--- src/design/motion_irq_pkg.sv ---
// package: register map, field positions, reset values and carrier types
package motion_irq_pkg;
  // register offsets
  localparam logic [7:0] TRIG_SEL_ADDR   = 8'h0A;
  localparam logic [7:0] OPMODE_ADDR     = 8'h0B;
  localparam logic [7:0] INT_SRC_ADDR    = 8'h0C;
  // trigger select field positions
  localparam int TRIG_TRANSIENT_BIT = 5;
  localparam int TRIG_ORIENT_BIT = 4;
  localparam int TRIG_TAP_BIT    = 3;
  localparam int TRIG_FFMT_BIT   = 2;
  // interrupt source field positions
  localparam int AUTOSLEEP_FLAG_BIT  = 7;
  localparam int FIFO_FLAG_BIT       = 6;
  localparam int TRANSIENT_FLAG_BIT  = 5;
  localparam int SRC_ORIENT_BIT  = 4;
  localparam int SRC_TAP_BIT     = 3;
  localparam int SRC_FFMT_BIT    = 2;
  localparam int NEW_SAMPLE_FLAG_BIT = 0;
  // reset values
  localparam logic [3:0] TRIG_SEL_RESET  = 4'h0;
  localparam logic [4:0] GATE_TICK_RESET = 5'h00;
  localparam logic [7:0] INT_SRC_RESET   = 8'h00;
  // fifo geometry
  localparam logic [5:0] FIFO_DEPTH      = 6'h20;

  // operating mode codes, binary 0/1/2 along standby-wake-sleep
  typedef enum logic [1:0] {
    MODE_STANDBY = 2'h0,
    MODE_WAKE    = 2'h1,
    MODE_SLEEP   = 2'h2
  } op_mode_t;

  // event-active levels from the embedded functions
  typedef struct packed {
    logic fifoOvf;
    logic fifoWmrk;
    logic transient;
    logic orientation;
    logic tap;
    logic freefallMotion;
    logic newData;
    logic overrun;
  } event_levels_t;

  // interrupt enables per source
  typedef struct packed {
    logic aslp;
    logic fifo;
    logic transient;
    logic orientation;
    logic tap;
    logic freefallMotion;
    logic drdy;
  } irq_enables_t;

  // clearing reads of source registers elsewhere in the device
  typedef struct packed {
    logic fifoStatus;
    logic transientSrc;
    logic orientationStatus;
    logic tapSrc;
    logic freefallSrc;
    logic xyzData;
  } clear_reads_t;
endpackage

--- src/design/motion_interrupt_status_hub.sv ---
// interrupt status hub: trigger select, mode status, interrupt sources
`timescale 1ns/1ns
module motion_interrupt_status_hub
  import motion_irq_pkg::*;
(
  input  wire logic          ref_clk,
  input  wire logic          rstn,
  input  wire logic          regWrite,
  input  wire logic          regRead,
  input  wire logic [7:0]    regAddr,
  input  wire logic [7:0]    regWdata,
  output logic [7:0]         regRdata,
  input  wire logic          activeMode,
  input  wire event_levels_t eventLevels,
  input  wire irq_enables_t  irqEnables,
  input  wire logic [6:0]    wakeSources,
  input  wire clear_reads_t  clearReads,
  input  wire logic [15:0]   inactivityLimit,
  input  wire logic          odrTick,
  input  wire logic          gateErrorPulse,
  input  wire logic          fifoEmpty,
  input  wire logic          trigModeSel,
  input  wire logic [5:0]    fifoWatermark,
  input  wire logic          fifoSampleIn,
  output logic               fifoTrigger,
  output logic               fifoAccept,
  output logic               lowRateSel,
  output logic [7:0]         interruptSources
);

  function automatic logic rise(input logic now, input logic prev);
    return now & ~prev;
  endfunction

  logic [3:0]    trigSel_reg;
  logic [3:0]    trigEvtPrev_reg;
  logic [3:0]    trigLatch_reg;
  op_mode_t      mode_reg;
  logic          gateErr_reg;
  logic [4:0]    gateTick_reg;
  logic [7:0]    src_reg;
  logic [6:0]    condPrev_reg;
  logic [15:0]   idleCnt_reg;
  logic [5:0]    postCnt_reg;
  logic          triggered_reg;
  logic          stopped_reg;
  logic [3:0]    trigEvt;
  logic [6:0]    cond;
  logic [7:0]    srcClr;
  logic          modeRead;
  logic          anyIrq;
  logic          wakeEvt;
  logic          toSleep;
  logic          toWake;

  // trigger select register
  always_ff @(posedge ref_clk) begin
    if (!rstn) begin
      trigSel_reg <= TRIG_SEL_RESET;
    end else if (regWrite && regAddr == TRIG_SEL_ADDR) begin
      trigSel_reg <= regWdata[TRIG_TRANSIENT_BIT:TRIG_FFMT_BIT];
    end
  end

  // function events gated by select bits, order trans/orient/tap/ffmt
  assign trigEvt = {eventLevels.transient, eventLevels.orientation,
                    eventLevels.tap, eventLevels.freefallMotion};

  always_ff @(posedge ref_clk) begin
    if (!rstn) begin
      trigEvtPrev_reg <= 4'h0;
      trigLatch_reg   <= 4'h0;
    end else begin
      trigEvtPrev_reg <= trigEvt;
      for (int i = 0; i < 4; i++) begin
        if (trigSel_reg[i] && rise(trigEvt[i], trigEvtPrev_reg[i])) begin
          trigLatch_reg[i] <= 1'b1;
        end else if (srcClr[SRC_FFMT_BIT + i]) begin
          trigLatch_reg[i] <= 1'b0;
        end
      end
    end
  end

  // trigger mode: count 32 minus watermark samples after trigger
  always_ff @(posedge ref_clk) begin
    if (!rstn || !trigModeSel) begin
      triggered_reg <= 1'b0;
      stopped_reg   <= 1'b0;
      postCnt_reg   <= 6'h00;
    end else if (!triggered_reg) begin
      if (|trigLatch_reg) begin
        triggered_reg <= 1'b1;
        postCnt_reg   <= FIFO_DEPTH - fifoWatermark;
        stopped_reg   <= (FIFO_DEPTH == fifoWatermark);
      end
    end else if (fifoSampleIn && !stopped_reg) begin
      postCnt_reg <= postCnt_reg - 6'h01;
      if (postCnt_reg <= 6'h01) begin
        stopped_reg <= 1'b1;
      end
    end
  end

  // interrupt source conditions, index matches source bit
  assign cond[6] = irqEnables.fifo &
                   (eventLevels.fifoOvf | eventLevels.fifoWmrk);
  assign cond[5] = irqEnables.transient & eventLevels.transient;
  assign cond[4] = irqEnables.orientation & eventLevels.orientation;
  assign cond[3] = irqEnables.tap & eventLevels.tap;
  assign cond[2] = irqEnables.freefallMotion &
                   eventLevels.freefallMotion;
  assign cond[1] = 1'b0;
  assign cond[0] = irqEnables.drdy &
                   (eventLevels.newData | eventLevels.overrun);

  assign modeRead = regRead && regAddr == OPMODE_ADDR;
  assign srcClr = {modeRead, clearReads.fifoStatus,
                   clearReads.transientSrc, clearReads.orientationStatus,
                   clearReads.tapSrc, clearReads.freefallSrc, 1'b0,
                   clearReads.xyzData};

  // auto-sleep/wake sequencing
  assign anyIrq  = |(cond & ~condPrev_reg);
  assign wakeEvt = |(cond & ~condPrev_reg & wakeSources);
  assign toSleep = mode_reg == MODE_WAKE && irqEnables.aslp &&
                   odrTick && idleCnt_reg >= inactivityLimit;
  assign toWake  = mode_reg == MODE_SLEEP && wakeEvt;

  always_ff @(posedge ref_clk) begin
    if (!rstn) begin
      mode_reg <= MODE_STANDBY;
    end else begin
      unique case (mode_reg)
        MODE_STANDBY: begin
          if (activeMode) begin
            mode_reg <= MODE_WAKE;
          end
        end
        MODE_WAKE: begin
          if (!activeMode) begin
            mode_reg <= MODE_STANDBY;
          end else if (toSleep) begin
            mode_reg <= MODE_SLEEP;
          end
        end
        MODE_SLEEP: begin
          if (!activeMode) begin
            mode_reg <= MODE_STANDBY;
          end else if (toWake) begin
            mode_reg <= MODE_WAKE;
          end
        end
        default: mode_reg <= MODE_STANDBY;
      endcase
    end
  end

  // inactivity counter in odr units, restarts on any interrupt
  always_ff @(posedge ref_clk) begin
    if (!rstn || mode_reg != MODE_WAKE || anyIrq) begin
      idleCnt_reg <= 16'h0000;
    end else if (odrTick && idleCnt_reg != 16'hFFFF) begin
      idleCnt_reg <= idleCnt_reg + 16'h0001;
    end
  end

  // interrupt source flags: set on rise, set beats clear
  always_ff @(posedge ref_clk) begin
    if (!rstn) begin
      src_reg      <= INT_SRC_RESET;
      condPrev_reg <= 7'h00;
    end else begin
      condPrev_reg <= cond;
      for (int i = 0; i < 7; i++) begin
        if (rise(cond[i], condPrev_reg[i])) begin
          src_reg[i] <= 1'b1;
        end else if (srcClr[i]) begin
          src_reg[i] <= 1'b0;
        end
      end
      if (toSleep || toWake) begin
        src_reg[AUTOSLEEP_FLAG_BIT] <= 1'b1;
      end else if (modeRead) begin
        src_reg[AUTOSLEEP_FLAG_BIT] <= 1'b0;
      end
    end
  end

  // gate error flag and tick counter
  always_ff @(posedge ref_clk) begin
    if (!rstn) begin
      gateErr_reg  <= 1'b0;
      gateTick_reg <= GATE_TICK_RESET;
    end else if (gateErrorPulse) begin
      gateErr_reg <= 1'b1;
    end else if (fifoEmpty) begin
      gateErr_reg  <= 1'b0;
      gateTick_reg <= GATE_TICK_RESET;
    end else if (gateErr_reg && odrTick) begin
      gateTick_reg <= gateTick_reg + 5'h01;
    end
  end

  // read data and registered outputs
  always_ff @(posedge ref_clk) begin
    if (!rstn) begin
      regRdata         <= 8'h00;
      fifoTrigger      <= 1'b0;
      fifoAccept       <= 1'b1;
      lowRateSel       <= 1'b0;
      interruptSources <= INT_SRC_RESET;
    end else begin
      unique case (regAddr)
        TRIG_SEL_ADDR: regRdata <= {2'h0, trigSel_reg, 2'h0};
        OPMODE_ADDR:   regRdata <= {gateErr_reg, gateTick_reg,
                                    mode_reg};
        INT_SRC_ADDR:  regRdata <= src_reg;
        default:       regRdata <= 8'h00;
      endcase
      fifoTrigger      <= |trigLatch_reg;
      fifoAccept       <= !stopped_reg;
      lowRateSel       <= (mode_reg == MODE_SLEEP);
      interruptSources <= src_reg;
    end
  end

endmodule

--- config.mk ---
export PLATFORM = sky130hd
export DESIGN_NAME = motion_interrupt_status_hub
export DESIGN_NICKNAME = d
export VERILOG_FILES = /design/src/design/motion_irq_pkg.sv /design/src/design/motion_interrupt_status_hub.sv
export SDC_FILE = /design/constraint.sdc
export NUM_CORES = 1
export LEC_CHECK = 0
export BUFFER_PORTS_ARGS = -buffer_cell sky130_fd_sc_hd__buf_4
export CAP_MARGIN = 20
export CORE_ASPECT_RATIO = 0.5
export CORE_MARGIN = 4
export CORE_UTILIZATION = 30
export CTS_CLUSTER_DIAMETER = 120
export DETAILED_ROUTE_END_ITERATION = 6
export PLACE_DENSITY = 0.52
export SYNTH_ARGS = -nofsm -noshare
export SYNTH_HDL_FRONTEND = slang
export SYNTH_SLANG_ARGS = --single-unit
--- constraint.sdc ---
create_clock -name ref_clk -period 2.32 [get_ports ref_clk]
set_input_delay 0.464 -clock ref_clk [delete_from_list [all_inputs] [get_ports ref_clk]]
set_output_delay 0.464 -clock ref_clk [all_outputs]
set_load 0.01 [all_outputs]
==> results of run 1 <==
[power by group through the flow]
stage               Clock, mW  Sequential [mW]  Combinational, mW
floorplan                   0             1.35             0.0979
global placement            0             1.35              0.230
detailed placement          0             1.35              0.231
CTS                      1.49             1.32              0.232
global route             1.56             1.33              0.257
finish                   1.45             1.32              0.227
[cells in the final DEF, fill, tap and decap left out, drive strengths merged, types with 6 or more instances in the layout]
cell type and instances:
nand4b 6, dfxtp 75, and2 12, a22oi 9, nand2b 10, inv 32
xor2 13, a21oi 24, nand4 10, ha 21, o21ai 13, clkbuf 12
nor2 54, nand3b 8, buf 95, o22ai 6, nand3 6, xnor2 7
nand2 32
[cells in the mapped netlist, drive strengths merged, types with 6 or more instances]
library cell | instances | area (um2)
nor2 | 54 | 203
o21ai | 13 | 72.6
ha | 21 | 263
xnor2 | 7 | 61.3
nand3 | 6 | 30.0
and2 | 12 | 75.1
a22oi | 9 | 67.6
buf | 8 | 51.3
inv | 32 | 120
nand4 | 10 | 62.6
nand3b | 8 | 60.1
dfxtp | 75 | 1500
xor2 | 13 | 114
o22ai | 6 | 37.5
nand2b | 10 | 62.6
a21oi | 24 | 120
nand4b | 6 | 52.6
nand2 | 32 | 120
[worst max-delay path, delay by kind of cell, from the launching register on]
kind | cells | cell delay, ns
AO/OA/AOI/OAI | 2 | 0.42
adder cells (fa/ha/maj) | 1 | 0.31
flip-flops | 1 | 0.36
AND/OR/NAND/NOR | 3 | 0.95
[per-stage QoR]
stage	instances	total power, mW
floorplan	414	1.45
global placement	655	1.58
detailed placement	655	1.58
CTS	671	3.04
global route	671	3.14
finish	671	3.00
[per-layer routing]
layer | vias to the layer above | global-route usage, %
li1 | 1632 | -
met1 | 1409 | 16.0
met2 | 44 | 22.7
met3 | 10 | 4.12
met4 | 0 | 3.91
met5 | - | 0
[area by class of cell]
cell class / count / share of cell area (%)
Clock buffer: 12 / 5.63
Clock inverter: 4 / 1.01
Inverter: 32 / 2.54
Multi-Input combinational cell: 294 / 39.8
Sequential cell: 75 / 31.7
Tap cell: 159 / 4.21
Timing Repair Buffer: 95 / 15.1
[cells by family (layout without fill, tap and decap cells)]
family / after synthesis / count (layout)
multiplexers: 5 / 5
AO/OA/AOI/OAI: 78 / 78
buffers and inverters: 45 / 143
XOR/XNOR: 20 / 20
flip-flops: 75 / 75
other: 1 / 1
AND/OR/NAND/NOR: 169 / 169
adder cells (fa/ha/maj): 21 / 21
[worst paths after layout]
kind,start,endpoint,depth (start not counted)
max,idleCnt_reg[13],mode_reg[1],6
min,eventLevels[5],trigEvtPrev_reg[3],2
max reg2reg,idleCnt_reg[13],mode_reg[1],6
min reg2reg,stopped_reg,fifoAccept,1
==> impl_metrics.toml, run 1 <==
[cts]
numCtsBuffers = 9
cts_resized = 0
cts_buffer_depth = 2
root_buffer = "clkbuf_16"
cts_tree = "done"
clk_pin_slew_ns = 0.06
clk_latency_ns = 0.33
cts.sinks = 75
cts_max_level = 3
cts_setup_buffers = 0
cts_hold_buf = 0

[timing]
setup_viol = 0
rsz0062_at_grt = "no"
period_minus_slack_ns = 2.10
holdWs_ns = 0.365
hold_viol_final = 0
setup_tns_ns = 0
post-route-period-util_pct = 90.4
worst_slack_ns = 0.222
final-max-slew-violation-count = 0
fin_worst_skew_ns = 0.00745
slew_headroom_pct = 56.5
worst_pin_slew_ns = 0.651
fmax_ghz = 0.477

[layout]
layout.nets = 604
utilization_pct = 41.8
drive_gt1_share_pct = 22.5
regArea_um2 = 1500
post-route-cell-area_um2 = 4730
multi_input_area_um2 = 1880
antennaDiodeCount = 0
largest_reg_flops = 16
syn_to_final_growth_pct = 32.4
fillers = 1177

[detailed_routing]
vias = 3095
drt-initial-drc-count = 171
wl_per_cell_um = 13.2
met1_length_um = 4090
drc = 0
vias_per_cell = 4.61
totalWireLength_um = 8890
ant_nets = 0
first_pass_iters = 4
met2_wirelength_um = 4350
dr.max_layer_used = "met4"
wl_met3_um = 380

[global_routing]
grt_pass1_vias = 3043
grt_usage_pct = 13.2
antenna_found_initial = 0
grt_start_max_net_pins = 22
grt_pass1_wl_um = 14600
grt_remaining_overflow = 0

[synthesis]
syn-cell-area_um2 = 3570
synth-seq-cells = 75
async_flop_share_pct = 0
synth_xor_area_share_pct = 4.90
synth_compound_area_share_pct = 14.2
postSynthAreaPerCell_um2 = 8.63
yosys_warnings = 0
yosysSeqAreaShare_pct = 42.0
synth_top_family_by_area = "simple AND/OR/NAND/NOR gates"
ys.flop_type = "dfxtp_1"
ys_types = 52
synth_mux_area_share_pct = 1.40
synthCells = 414
synth_nets = 511
synth_adder_area_share_pct = 7.35
synthSimpleGateAreaFrac_pct = 24.7
synth-edff-count = 0

[power_and_ir_drop]
p_sw_uw = 646
swShare_pct = 21.5
p_clk_share_pct = 48.3
peakVddDrop_v = 0.000346
p_leak_nw = 2.00
p_int_mw = 2.36
seqPwrFrac_pct = 44.1
power_density_nw_per_um2 = 635
p_comb_share_pct = 7.6

[critical_path]
worstPathRequired_ns = 2.59
crit_type = "flip-flop to flip-flop"
start_kind = "flip-flop"
crit_arrival_ns = 2.37
critPathMaxFanout = 5
crit_chain = "ha_1 -> nand4_1 -> nor3_1 -> or4b_1 -> a31oi_1 -> o21a_1"
cp_slowest_cell = "or4b_1"
crit_path_end_kind = "flip-flop"
cp_slowest_stage_delay_ns = 0.51
r2r_slack_ns = 0.22

[flow_run]
maxCapViolations = 0

[floorplan]
dieWidth_um = 162
dieArea_um2 = 13800
die_h_um = 85.2
ioPinCount = 95
floorplan.initialDensity_pct = 31.6
core_um2 = 11300
fp-row-count = 27

[run_status]
status = "finished, final reports clean"

[placed_design]
portBuffers = 88
gp_congestion = 0.821
place_ws_ns = 0.0158
post_dp_cell_area_um2 = 4420
dp_hpwl_um = 6890

[hold_path]
hold_path.class = "input pin to flip-flop"
No activity file was read; power rests on OpenSTA's default activity.
==> run 2, diff against run 1 <==
Settings changed: BUFFER_PORTS_ARGS -buffer_cell sky130_fd_sc_hd__buf_4 to unset, DONT_BUFFER_PORTS set to 1, PLACE_DENSITY 0.52 to 0.46.
==> run 2 against run 1 <==
Non-clock buffer count decreased by 87. Via count decreased by 9.3%. Design area decreased by 15%. Wire length decreased by 0.37%. Core utilization decreased by 6.1 points. Critical path depth unchanged. Sequential share of layout area increased by 5.4 points. Count of clock-buffer cells in the layout decreased by 3. Cell count decreased by 13%. First-iteration DRC count decreased by 39%. Clock skew decreased by 0.0021 ns. Largest power group is now registers. Highest routed layer unchanged.
==> impl_metrics.toml, run 2 (synthesis gave the netlist of run 1 again) <==
[cts]
clk_latency_ns = 0.33
cts_max_level = 3
cts_buffer_depth = 2
numCtsBuffers = 9
cts_tree = "done"
cts_hold_buf = 0
cts.sinks = 75
clk_pin_slew_ns = 0.06
root_buffer = "clkbuf_16"

[floorplan]
floorplan.initialDensity_pct = 31.6
dieWidth_um = 162
ioPinCount = 95
die_h_um = 85.2
core_um2 = 11300
fp-row-count = 27
dieArea_um2 = 13800

[layout]
largest_reg_flops = 16
antennaDiodeCount = 0
final_cell_mix = "75 x dfxtp_1, 54 x nor2_1, 32 x inv_1, 32 x nand2_1, 24 x a21oi_1"
syn_to_final_growth_pct = 13.0
layout_commonest_cell = "dfxtp_1"
drive_gt1_share_pct = 6.82
layout.nets = 517

[power_and_ir_drop]
peakVddDrop_v = 0.000301
power_density_nw_per_um2 = 669
p_leak_nw = 1.55

[timing]
period_minus_slack_ns = 2.07
worst_pin_slew_ns = 0.696
fin_worst_skew_ns = 0.00535
setup_viol = 0
final-max-slew-violation-count = 0
setup_tns_ns = 0
fmax_ghz = 0.483
post-route-period-util_pct = 89.3
hold_viol_final = 0
worst_slack_ns = 0.248
slew_headroom_pct = 53.5
rsz0062_at_grt = "no"

[run_status]
status = "finished, final reports clean"

[critical_path]
cp_slowest_stage_delay_ns = 0.48
crit_type = "flip-flop to flip-flop"
crit_arrival_ns = 2.35
r2r-start = "idleCnt_reg[13]"
crit_path_end_kind = "flip-flop"
start_kind = "flip-flop"
r2r_slack_ns = 0.25
cp_slowest_cell = "or4b_1"
critPathMaxFanout = 5
reg2reg_depth = 6
crit_chain = "ha_1 -> nand4_1 -> nor3_2 -> or4b_1 -> a31oi_1 -> o21a_1"
crit_buf_inv = 0
cpLargestDelayFamily = "simple AND/OR/NAND/NOR gates"
reg2reg_to = "src_reg[7]"
worstPathRequired_ns = 2.59

[global_routing]
grt_remaining_overflow = 0
grt_pass1_vias = 2732
grt_start_max_net_pins = 22
grt_usage_pct = 13.0
grt_pass1_wl_um = 14100
antenna_found_initial = 0

[detailed_routing]
vias = 2808
met2_wirelength_um = 4150
wl_per_cell_um = 15.2
met1_length_um = 4140
drc = 0
wl_met3_um = 478
dr.max_layer_used = "met4"
first_pass_iters = 5
totalWireLength_um = 8860
drt-initial-drc-count = 105
ant_nets = 0
vias_per_cell = 4.81

[hold_path]
hold_path.class = "input pin to flip-flop"
holdCritStartpoint = "rstn"
whs_path_depth = 1
hold_end = "fifoAccept"

[flow_run]
maxCapViolations = 0

[placed_design]
dp_hpwl_um = 6810
place_ws_ns = 0.0179
gp_congestion = 0.816
portBuffers = 0
run 2: cell type report:
| type | count | area [um2] |
|---|---|---|
| clock inverter | 7 | 45.0 |
| multi-input combinational | 294 | 1890 |
| fill | 1202 | 7280 |
| timing repair buffer | 8 | 60.1 |
| tap | 159 | 199 |
| inverter | 32 | 120 |
| clock buffer | 9 | 225 |
| sequential | 75 | 1500 |
run 2: metal layers:
metal / vias up / track usage [%]
li1: 1458 / -
met1: 1277 / 16.9
met2: 62 / 20.8
met3: 11 / 4.61
met4: 0 / 3.38
met5: - / 0
run 2: repair_timing:
| item | CTS | global route |
|---|---|---|
| buffers inserted | 0 | 0 |
| setup endpoints to repair | 0 | 2 |
| gates resized for setup | 0 | 1 |
run 2: stage by stage:
step	utilization [%]	cells	power, mW	instance area [um2]	hold slack (ns)
5_1_grt	35.7	584	2.83	4040	0.187
3_5_place_dp	33.2	568	1.47	3760	0.389
6_report	35.7	584	2.70	4040	0.207
3_3_place_gp	33.2	568	1.47	3760	0.390
2_1_floorplan	-	414	1.45	3570	0.371
4_1_cts	35.6	584	2.76	4030	0.186
run 2: how the worst max path moves through the flow:
stage	slack [ns]	end	from	cells after the start
4_1_cts	0.15	src_reg[7]	idleCnt_reg[13]	6
3_5_place_dp	0.02	src_reg[7]	inactivityLimit[15]	7
3_3_place_gp	0.09	mode_reg[0]	inactivityLimit[15]	7
6_report	0.25	src_reg[7]	idleCnt_reg[13]	6
2_1_floorplan	0.32	mode_reg[0]	inactivityLimit[15]	7
5_1_grt	0.06	src_reg[7]	idleCnt_reg[13]	6
run 2: worst register-to-register path: cells and delay by family, from the launching register on:
kind | cells | cell delay (ns)
simple gates | 3 | 0.93
compound gates | 2 | 0.43
flops | 1 | 0.36
fa+ha+maj | 1 | 0.31
run 2: power by group:
| part | internal (mW) | switching (mW) | leakage (nW) |
|---|---|---|---|
| registers | 1.31 | 0.0156 | 0.609 |
| clock network | 0.719 | 0.542 | 0.135 |
| logic | 0.0502 | 0.0640 | 0.811 |
| total | 2.08 | 0.622 | 1.55 |
